`src/usb_epctl_pkg.sv`:
```
/*
  Package for the endpoint FIFO reset and byte count high block: register
  offsets, field positions, reset values and widths.
  Assumes a 32-bit AXI4-Lite bus with one aligned word per register.
*/
package usb_epctl_pkg;
   // Printed offsets are not multiples of four: they are indices
   localparam logic [7:0]  IDX_FIFO_RESET     = 8'hD5;
   localparam logic [7:0]  IDX_COUNT_HIGH     = 8'hE3;
   localparam logic [7:0]  IDX_COUNT_LOW      = 8'hE2;
   localparam logic [7:0]  IDX_ENDPOINT_SEL   = 8'hC7;
   localparam int          ADDR_W             = 12;
   localparam logic [11:0] ADDR_FIFO_RESET    = {2'h0, IDX_FIFO_RESET, 2'h0};
   localparam logic [11:0] ADDR_COUNT_HIGH    = {2'h0, IDX_COUNT_HIGH, 2'h0};
   localparam logic [11:0] ADDR_COUNT_LOW     = {2'h0, IDX_COUNT_LOW, 2'h0};
   localparam logic [11:0] ADDR_ENDPOINT_SEL  = {2'h0, IDX_ENDPOINT_SEL, 2'h0};
   // Field layout
   localparam int          NUM_EP             = 7;
   localparam int          EPSEL_W            = 3;
   localparam int          COUNT_W            = 11;
   localparam int          COUNT_HIGH_LSB     = 8;
   localparam logic [7:0]  FIFO_RESET_MASK    = 8'h7F;
   // Reset values
   localparam logic [7:0]  FIFO_RESET_RST     = 8'h00;
   localparam logic [7:0]  COUNT_HIGH_RST     = 8'h00;
   localparam logic [2:0]  EPSEL_RST          = 3'h0;
   // AXI responses
   localparam logic [1:0]  RESP_OKAY          = 2'h0;
   localparam logic [1:0]  RESP_SLVERR        = 2'h2;
endpackage : usb_epctl_pkg

```
`src/usb_ep_fifo_reset_bytecount.sv`:
```
/*
  Endpoint FIFO reset control and per-endpoint received byte count, as an
  AXI4-Lite slave. Assumes the packet engine reports each received packet
  count with a one-cycle strobe on clk, and the FIFOs honour the clear levels.
*/
// The AXI4-Lite register port was left to the implementer.
//
// Contract
// [RL1] Count bits 10..8 of selected endpoint appear in high register bits 2..0.
// [RL2] High register follows the endpoint select field, not a fixed endpoint.
// [RL3] Reserved high register bits read zero; software writes no ones there.
// [RL4] Reset register has one FIFO clear bit per endpoint 0..6; bit 7 reserved.
// [RL5] Firmware sets each clear bit first after hardware or bus reset.
// [RL6] FIFO stays cleared while its bit is set; clearing it frees the FIFO.
// [RL7] Low register gives count bits 7..0; count is bytes after data PID.
// [RL8] High register is read-only; writes neither store nor disturb counts.
`timescale 1ns/1ps
module usb_ep_fifo_reset_bytecount
   import usb_epctl_pkg::*;
(
   // Clock, reset, enable
   input  wire logic                              clk,
   input  wire logic                              rst_n,
   input  wire logic                              ce,
   // AXI4-Lite write
   input  wire logic [usb_epctl_pkg::ADDR_W-1:0]  s_axi_awaddr,
   input  wire logic                              s_axi_awvalid,
   output logic                                   s_axi_awready,
   input  wire logic [31:0]                       s_axi_wdata,
   input  wire logic [3:0]                        s_axi_wstrb,
   input  wire logic                              s_axi_wvalid,
   output logic                                   s_axi_wready,
   output logic [1:0]                             s_axi_bresp,
   output logic                                   s_axi_bvalid,
   input  wire logic                              s_axi_bready,
   // AXI4-Lite read
   input  wire logic [usb_epctl_pkg::ADDR_W-1:0]  s_axi_araddr,
   input  wire logic                              s_axi_arvalid,
   output logic                                   s_axi_arready,
   output logic [31:0]                            s_axi_rdata,
   output logic [1:0]                             s_axi_rresp,
   output logic                                   s_axi_rvalid,
   input  wire logic                              s_axi_rready,
   // Packet engine: received count strobe
   input  wire logic                              rx_done,
   input  wire logic [usb_epctl_pkg::EPSEL_W-1:0] rx_ep,
   input  wire logic [usb_epctl_pkg::COUNT_W-1:0] rx_count,
   // FIFO clear levels, one per endpoint
   output logic [usb_epctl_pkg::NUM_EP-1:0]       fifo_clear
);
   import usb_epctl_pkg::*;

   typedef struct packed {
      logic                           awready;
      logic                           wready;
      logic                           aw_held;
      logic [ADDR_W-1:0]              aw_addr;
      logic                           w_held;
      logic [31:0]                    w_data;
      logic [3:0]                     w_strb;
      logic                           bvalid;
      logic [1:0]                     bresp;
      logic                           arready;
      logic                           rvalid;
      logic [31:0]                    rdata;
      logic [1:0]                     rresp;
      logic [NUM_EP-1:0]              fifo_rst;
      logic [EPSEL_W-1:0]             ep_sel;
      logic [NUM_EP-1:0][COUNT_W-1:0] count;
   } state_t;

   state_t st;
   state_t next_st;

   // ------------------------------------------------------------------
   // Read decode
   // ------------------------------------------------------------------
   // Returns register content and whether the address is mapped
   function automatic logic [32:0] read_word(input logic [ADDR_W-1:0] a,
                                              input state_t s);
      logic [COUNT_W-1:0] c;
      c = '0;
      // Select value 7 names no endpoint: read a zero count, not an X
      if (s.ep_sel < EPSEL_W'(NUM_EP)) begin
         c = s.count[s.ep_sel];                                    // RL2
      end
      if (a == ADDR_FIFO_RESET) begin
         read_word = {1'b1, 24'h0, 1'b0, s.fifo_rst};             // RL4
      end else if (a == ADDR_COUNT_HIGH) begin
         read_word = {1'b1, 29'h0, c[COUNT_W-1:COUNT_HIGH_LSB]};  // RL1 RL3
      end else if (a == ADDR_COUNT_LOW) begin
         read_word = {1'b1, 24'h0, c[COUNT_HIGH_LSB-1:0]};        // RL7
      end else if (a == ADDR_ENDPOINT_SEL) begin
         read_word = {1'b1, 29'h0, s.ep_sel};
      end else begin
         read_word = {1'b0, 32'h0};
      end
   endfunction : read_word

   // ------------------------------------------------------------------
   // Next state
   // ------------------------------------------------------------------
   // Address and data accepted in either order; response after both
   always_comb begin
      logic [32:0] rw;
      logic        do_wr;
      rw = 33'h0;
      do_wr = 1'b0;
      next_st = st;
      if (s_axi_awvalid && st.awready) begin
         next_st.aw_held = 1'b1;
         next_st.aw_addr = s_axi_awaddr;
         next_st.awready = 1'b0;
      end
      if (s_axi_wvalid && st.wready) begin
         next_st.w_held = 1'b1;
         next_st.w_data = s_axi_wdata;
         next_st.w_strb = s_axi_wstrb;
         next_st.wready = 1'b0;
      end
      // Packet count capture precedes writes, which never touch counts
      if (rx_done && rx_ep < EPSEL_W'(NUM_EP)) begin
         next_st.count[rx_ep] = rx_count;                          // RL7
      end
      do_wr = st.aw_held && st.w_held && !st.bvalid;
      if (do_wr) begin
         next_st.aw_held = 1'b0;
         next_st.w_held  = 1'b0;
         next_st.bvalid  = 1'b1;
         next_st.bresp   = RESP_OKAY;
         if (st.aw_addr == ADDR_FIFO_RESET) begin
            if (st.w_strb[0]) begin
               // Reserved bit 7 dropped so it always reads zero
               next_st.fifo_rst = st.w_data[NUM_EP-1:0];            // RL4 RL6
            end
         end else if (st.aw_addr == ADDR_ENDPOINT_SEL) begin
            if (st.w_strb[0]) begin
               next_st.ep_sel = st.w_data[EPSEL_W-1:0];
            end
         end else if (st.aw_addr == ADDR_COUNT_HIGH || st.aw_addr == ADDR_COUNT_LOW) begin
            next_st.bresp = RESP_OKAY;                              // RL8
         end else begin
            next_st.bresp = RESP_SLVERR;
         end
      end
      if (st.bvalid && s_axi_bready) begin
         next_st.bvalid  = 1'b0;
         next_st.awready = 1'b1;
         next_st.wready  = 1'b1;
      end
      // Read: one cycle after address taken
      if (s_axi_arvalid && st.arready) begin
         rw = read_word(s_axi_araddr, st);
         next_st.arready = 1'b0;
         next_st.rvalid  = 1'b1;
         next_st.rdata   = rw[31:0];
         next_st.rresp   = rw[32] ? RESP_OKAY : RESP_SLVERR;
      end
      if (st.rvalid && s_axi_rready) begin
         next_st.rvalid  = 1'b0;
         next_st.arready = 1'b1;
      end
   end

   // ------------------------------------------------------------------
   // State register
   // ------------------------------------------------------------------
   // Synchronous reset; ce low freezes everything
   always_ff @(posedge clk) begin
      if (!rst_n) begin
         st          <= '0;
         st.awready  <= 1'b1;
         st.wready   <= 1'b1;
         st.arready  <= 1'b1;
         st.fifo_rst <= FIFO_RESET_RST[NUM_EP-1:0];
         st.ep_sel   <= EPSEL_RST;
      end else if (ce) begin
         st <= next_st;
      end
   end

   // Outputs straight from state flops
   assign s_axi_awready = st.awready;
   assign s_axi_wready  = st.wready;
   assign s_axi_bvalid  = st.bvalid;
   assign s_axi_bresp   = st.bresp;
   assign s_axi_arready = st.arready;
   assign s_axi_rvalid  = st.rvalid;
   assign s_axi_rdata   = st.rdata;
   assign s_axi_rresp   = st.rresp;
   assign fifo_clear    = st.fifo_rst;                              // RL6
endmodule : usb_ep_fifo_reset_bytecount

```
`config.mk`:
```
export PLATFORM = sky130hd
export DESIGN_NAME = usb_ep_fifo_reset_bytecount
export DESIGN_NICKNAME = d
export VERILOG_FILES = /design/src/usb_epctl_pkg.sv /design/src/usb_ep_fifo_reset_bytecount.sv
export SDC_FILE = /design/constraint.sdc
export NUM_CORES = 1
export LEC_CHECK = 0
export BUFFER_PORTS_ARGS = -buffer_cell sky130_fd_sc_hd__buf_4
export CAP_MARGIN = 20
export CORE_ASPECT_RATIO = 1.75
export CORE_MARGIN = 2
export CORE_UTILIZATION = 49
export DETAILED_ROUTE_END_ITERATION = 8
export PLACE_DENSITY = 0.82
export SLEW_MARGIN = 20
export SYNTH_ARGS = -nofsm -noshare
export SYNTH_HDL_FRONTEND = slang
export SYNTH_SLANG_ARGS = --single-unit
```
`constraint.sdc`:
```
create_clock -name clk -period 1.75 [get_ports clk]
set_clock_uncertainty 0.05 [all_clocks]
set_input_delay 0.0875 -clock clk [delete_from_list [all_inputs] [get_ports clk]]
set_output_delay 0.0875 -clock clk [all_outputs]
set_load 0.02 [all_outputs]
```
# --- Word-level counts from Yosys, hierarchy flattened ---
# Cells that the tools add are included.
classes:
  n_lt_le_gt_ge: 5
  n_eq_ne: 8
  mux: 26
  bitwise: 1
  reduce_logical: 30
op_table:
  columns: ["operator", "count"]
  rows:
  - ["$mux W33", 5]
  - ["$eq A12 B10 Y1 const B", 8]
  - ["$bwmux W77", 1]
  - ["$mux W37", 1]
  - ["$mux W36", 1]
  - ["$bmux W11 S3", 1]
  - ["$demux W11 S3", 1]
  - ["$mux W11", 3]
  - ["$reduce_and A2 Y1", 11]
  - ["$mux W13", 1]
  - ["$mux W2", 6]
  - ["$reduce_bool A2 Y1", 6]
  - ["$logic_and A1 B1 Y1", 9]
  - ["$lt A3 B4 Y1 const B", 2]
  - ["$lt A3 B3 Y1 const B", 2]
  - ["$mux W1", 5]
  - ["$reduce_and A5 Y1", 1]
  - ["$reduce_and A4 Y1", 1]
  - ["$ge A3 B1 Y1 const B", 1]
  - ["$mux W3", 1]
  - ["$logic_not A1 Y1", 1]
  - ["$logic_or A1 B1 Y1", 1]
  - ["$not A1 Y1", 1]
word_totals:
  ff_bits: 178
  inputBits: 83
  output_inout_bits: 48
  word_cells: 92

# --- Depth between registers and ports, before layout ---
logic_depth:
  depth_word: 10
  mapped_depth: 7

# --- Least setup slack after synthesis ---
# No wires, ideal clock.
synth_timing:
  path_kind: "reg-to-reg"
  start: "reg st, in the netlist s_axi_bvalid"
  end: "reg st, in the netlist fifo_clear[0]"
  arrival_time_ns: 1.543
  slack_ns: 0.041
  stages_incl_launch_ff: 7
  period_less_slack_ns: 1.709
  cell_sequence: "dfxtp_1 > and4b_1 > nand4_1 > nor3b_1 > buf_2 > mux2i_1 > nor2b_1"
synth_via:
  elab_chain_len: 3
synth_lines:
  columns: ["element", "line_no", "text"]
  rows:
  - ["start, declared", "usb_ep_fifo_reset_bytecount.sv:72", "state_t st;"]
  - ["start signal, assigned", "usb_ep_fifo_reset_bytecount.sv:178", "st <= next_st;"]
  - ["$logic_not A1 Y1", "usb_ep_fifo_reset_bytecount.sv:125", "do_wr = st.aw_held && st.w_held && !st.bvalid;"]
  - ["$logic_and A1 B1 Y1", "usb_ep_fifo_reset_bytecount.sv:125", null]
  - ["$reduce_and A4 Y1 (no line)", null, null]
# No other way between the ends.
# A chain may end at the register's enable or synchronous reset.

# --- Final worst setup path ---
layout_timing:
  start: "reg st[78] (netlist name)"
  end: "reg st, in the netlist s_axi_rdata[1]"
layout_via:
  elab_chain_len: 7
  word_cells_on_any_way: 9
  classes_between: "order compare (1); mux (8)"
layout_lines:
  columns: ["element", "line_no", "text"]
  rows:
  - ["$bmux W11 S3", "usb_ep_fifo_reset_bytecount.sv:85", "c = s.count[s.ep_sel];"]
  - ["$mux W11 (implied by the code)", "usb_ep_fifo_reset_bytecount.sv:85", null]
  - ["$mux W11", "usb_ep_fifo_reset_bytecount.sv:84", "if (s.ep_sel < EPSEL_W'(NUM_EP)) begin"]
  - ["$mux W33", "usb_ep_fifo_reset_bytecount.sv:91", "end else if (a == ADDR_COUNT_LOW) begin"]
  - ["$mux W33 *", "usb_ep_fifo_reset_bytecount.sv:89", "end else if (a == ADDR_COUNT_HIGH) begin"]
  - ["$mux W33 *", "usb_ep_fifo_reset_bytecount.sv:87", "if (a == ADDR_FIFO_RESET) begin"]
  - ["$mux W33 *", "usb_ep_fifo_reset_bytecount.sv:152", "if (s_axi_arvalid && st.arready) begin"]
# Mark *: on every way between the ends. The rest lies on a longest branch, timed or not. The select of a mux whose other input is x is not followed.

==> results.txt <==
In the routed design, unresolved DRC markers number 0. The netlist area before placement is 5970 µm². The multi-input logic area came out at 3090 µm². The count of pins over their slew limit is 0. In this run the deepest clock path goes through 2 buffers. The die extent in x came out at 87.4 µm. TritonCTS built the clock tree. The initial antenna violation count is 0.

The maximum fanout along the worst path came out at 11. The share of cells above drive strength 1 is 21.9%. At the worst endpoint, the arrival time is 2.00 ns.

The die is 150 µm tall. Among all cell types in the netlist, the one instantiated most often is sky130_fd_sc_hd__dfxtp_1. The clock tree synthesis step divided the H-tree into 4 levels.

Summed over all cells, the static leakage comes to 2.82 nW. The cell count after synthesis is 622. Clock-pin slew was measured on the worst setup and hold paths at 0.06 ns.

The iteration count of the initial detailed-routing pass is 5. The number of fill cells in the layout is 877. The number of buffers created by CTS is 17. The floorplan row count is 53. The floorplan core area came out at 11900 µm². During placement, the flow inserted port buffers numbering 76.

The maximum number of pins on one net before global-route repair came out at 71. Clock tree synthesis selected as its root buffer the cell sky130_fd_sc_hd__clkbuf_16. The total number of nets in the final design came out at 814. The initial utilization of the core area, before any placement, comes to 50.0%. The max capacitance violation total came out at 0.

The number of global-route vias before repair is 5003. The final critical delay including setup and external delays is 1.70 ns. In this run, synthesis inferred 0 flip-flops with an integrated enable. The residual antenna-violating net count after detailed routing came out at 0. The first global-routing pass estimated 23800 µm of wire. The number of antenna diodes came out at 0. STA classifies the critical path startpoint as a flip-flop.

The areal power density over the cells came out at 909 nW/µm². The mean instance size in the synthesized netlist came out at 9.60 µm². The count of yosys warnings during synthesis is 0.

The number of distinct library cells after synthesis is 51. Once layout is complete, the cells apart from fillers number 881. The critical path in this run is classified as reg2reg. The number of vias in the routed layout is 4871.

The combined flip-flop and latch cell area is 2490 µm². The cell count of the worst hold path came out at 4. The sum of internal, switching and leakage power is 6.91 mW.

The logic depth of the worst register-to-register path came out at 6. Setup repair after global routing could not meet its margin everywhere. The worst slew slack as a fraction of its limit came out at 61.3%. Global routing used 23.6% of the available tracks across all layers. The share of async-settable or async-resettable flops after synthesis came out at 0%.

The clock latency on the worst-skew pair is 0.42 ns. The proportion of netlist area held by the largest area contributor is 41.6%. At the end of routability-driven placement, the weighted congestion stood at 0.892. Data on the critical path is required at its endpoint by 2.04 ns. The end of the worst hold path is s_axi_rresp[1]. The worst hold path class is in2reg. The number of placed I/O pins came out at 131.

Dividing the detail-routed wire length by the instance count gives 17.3 µm. For this run, the leading register cell type out of synthesis is sky130_fd_sc_hd__dfxtp_1. By count the netlist is led by 124 x sky130_fd_sc_hd__dfxtp_1, 100 x sky130_fd_sc_hd__mux2i_1, 79 x sky130_fd_sc_hd__nand2_1. The capture instance of the worst register-to-register path is s_axi_rdata[1]. The setup check on the worst reg-to-reg path leaves a slack of 0.05 ns. The number of cells after detailed placement came out at 810. The ratio of final minimum period to clock period is 97.3%. The aggregate routed wire length came out at 15200 µm.

The peak supply drop came out at 0.881 mV. The DRC violation total after the first TritonRoute iteration came out at 209. The global-route congestion overflow total is 0. The layout overhead on the synthesized area is 27.3%. The dominant cell type by area after synthesis is sky130_fd_sc_hd__dfxtp_1. The final count of hold timing violations came out at 0. The worst hold path begins at s_axi_araddr[3].

The register bit count reported by yosys is 124. STA classifies the critical path endpoint as a flip-flop. The run finished with clean final reports. Sorting the synthesized cells by area gives the leading types as sky130_fd_sc_hd__dfxtp_1 42%, sky130_fd_sc_hd__mux2i_1 17%, sky130_fd_sc_hd__nor2b_1 8.0%. The sequential-to-total area share from yosys stat is 41.6%. The transition at the pin with the smallest max-transition slack came out at 0.580 ns. The peak clock frequency supported by timing came out at 0.587 GHz. Setup violations remaining at the end of the flow were counted as 0.

Dividing the detail-routed via count by the number of cells gives 5.53. The startpoint identified for the worst register-to-register timing path is st[78]. The detailed-placement wirelength estimate is 10200 µm.

The die covers 13100 µm². The clock sink count came out at 124.
[cell families after synthesis]
kind of cell | Yosys count | synth area share (%)
muxes | 105 | 18.7
and+or+nand+nor | 216 | 19.7
xor gates and xnor gates | 1 | 0.147
AOI/OAI and AO/OA | 89 | 10.9
buffers and inverters | 86 | 8.93
other | 1 | 0.0628
DFF | 124 | 41.6
[final cells by class]
class | count | share of cell area (%)
tap | 137 | 2.26
multi-input combinational | 437 | 40.6
clock buffer | 22 | 6.11
timing repair buffer | 143 | 16.3
sequential | 124 | 32.8
clock inverter | 10 | 1.53
inverter | 8 | 0.395
[cells in the final DEF (no fill, tap or decap), types with 2 or more instances in the layout]
cell                            instances
sky130_fd_sc_hd__clkbuf_1               3
sky130_fd_sc_hd__a21oi_1                9
sky130_fd_sc_hd__and4b_1                2
sky130_fd_sc_hd__clkbuf_16             18
sky130_fd_sc_hd__dfxtp_1              121
sky130_fd_sc_hd__nand2b_4               2
sky130_fd_sc_hd__nor3_1                 3
sky130_fd_sc_hd__a21o_1                 2
sky130_fd_sc_hd__clkinvlp_4             5
sky130_fd_sc_hd__conb_1                26
sky130_fd_sc_hd__o221a_2                3
sky130_fd_sc_hd__buf_12                 4
sky130_fd_sc_hd__dfxtp_4                2
sky130_fd_sc_hd__a22oi_1                6
sky130_fd_sc_hd__nand2b_1               7
sky130_fd_sc_hd__a21boi_0              34
sky130_fd_sc_hd__o221ai_1               7
sky130_fd_sc_hd__buf_4                100
sky130_fd_sc_hd__nand2_1               79
sky130_fd_sc_hd__nand4_1                4
sky130_fd_sc_hd__and3_1                 3
sky130_fd_sc_hd__clkbuf_8               2
sky130_fd_sc_hd__nor2_1                12
sky130_fd_sc_hd__nor2b_1               76
sky130_fd_sc_hd__o21ai_0               12
sky130_fd_sc_hd__o211a_1                5
sky130_fd_sc_hd__buf_6                  2
sky130_fd_sc_hd__or3_1                  2
sky130_fd_sc_hd__nand3_1               10
sky130_fd_sc_hd__mux2i_2                4
sky130_fd_sc_hd__o2bb2ai_1              4
sky130_fd_sc_hd__clkinv_2               2
sky130_fd_sc_hd__o21ai_1                3
sky130_fd_sc_hd__mux2i_1               96
sky130_fd_sc_hd__inv_1                  8
sky130_fd_sc_hd__dlygate4sd3_1         36
sky130_fd_sc_hd__mux4_2                 5
sky130_fd_sc_hd__bufinv_16              2
[critical path: stages, from the launching register on]
cell	delay (ns)
sky130_fd_sc_hd__dfxtp_4	0.38
sky130_fd_sc_hd__clkbuf_16	0.19
sky130_fd_sc_hd__nand2b_4	0.18
sky130_fd_sc_hd__o221ai_1	0.25
sky130_fd_sc_hd__nand2_1	0.16
sky130_fd_sc_hd__o221a_2	0.28
sky130_fd_sc_hd__o21ai_1	0.14
[power breakdown]
part           switching (mW)  internal, mW
registers              0.0413          2.88
clock network            1.25          2.16
logic                   0.291         0.274
[flip-flops by register name, summed over array words and instances, names as in the netlist]
register and count:
s_axi_awready 1, s_axi_arready 1, s_axi_bvalid 1, s_axi_rresp 1, fifo_clear 7, s_axi_rvalid 1, st 102, s_axi_rdata 8
s_axi_wready 1, s_axi_bresp 1
[per-layer routing]
layer / part of all wire [%] / wire (µm) / up-vias / GRT usage [%]
met3: 4.0 / 606 / 58 / 5.79
met4: 4.8 / 727 / 0 / 12.1
met2: 55 / 8450 / 170 / 43.9
li1: - / - / 2302 / -
met1: 36 / 5460 / 2341 / 23.4
met5: 0 / 0 / - / 0
[worst max-delay path by stage]
stage | slack [ns] | endpoint | from | cells past startpoint
finish | 0.05 | s_axi_rdata[1] | st[78] | 6
global route | -0.01 | fifo_clear[5] | st[164] | 7
CTS | 0.0002 | s_axi_rdata[1] | st[78] | 6
detailed placement | -0.04 | s_axi_rdata[1] | s_axi_araddr[1] | 6
global placement | -0.007 | s_axi_rdata[2] | st[77] | 6
floorplan | 0.04 | fifo_clear[0] | s_axi_bvalid | 6
[through the flow]
stage / hold WS [ns] / util, % / area, µm² / setup WS, ns / setup TNS, ns
floorplan: 0.182 / - / 6060 / 0.0414 / 0
global placement: 0.298 / 55.0 / 6560 / -0.00660 / -0.00660
detailed placement: 0.309 / 55.0 / 6560 / -0.0387 / -0.0747
CTS: 0.0423 / 63.1 / 7530 / 0.000159 / 0
global route: 0.0772 / 63.6 / 7600 / -0.0147 / -0.0205
finish: 0.0484 / 63.6 / 7600 / 0.0464 / 0
[timing repair]
item	in CTS	in global routing
pin swaps	1	5
hold endpoints to repair	99	0
gates cloned	0	1
endpoints found under the setup margin	7	15
resized for setup	5	11
buffers inserted	1	1
hold buffers	36	0
Note: power is estimated with default switching activity, not from simulation.
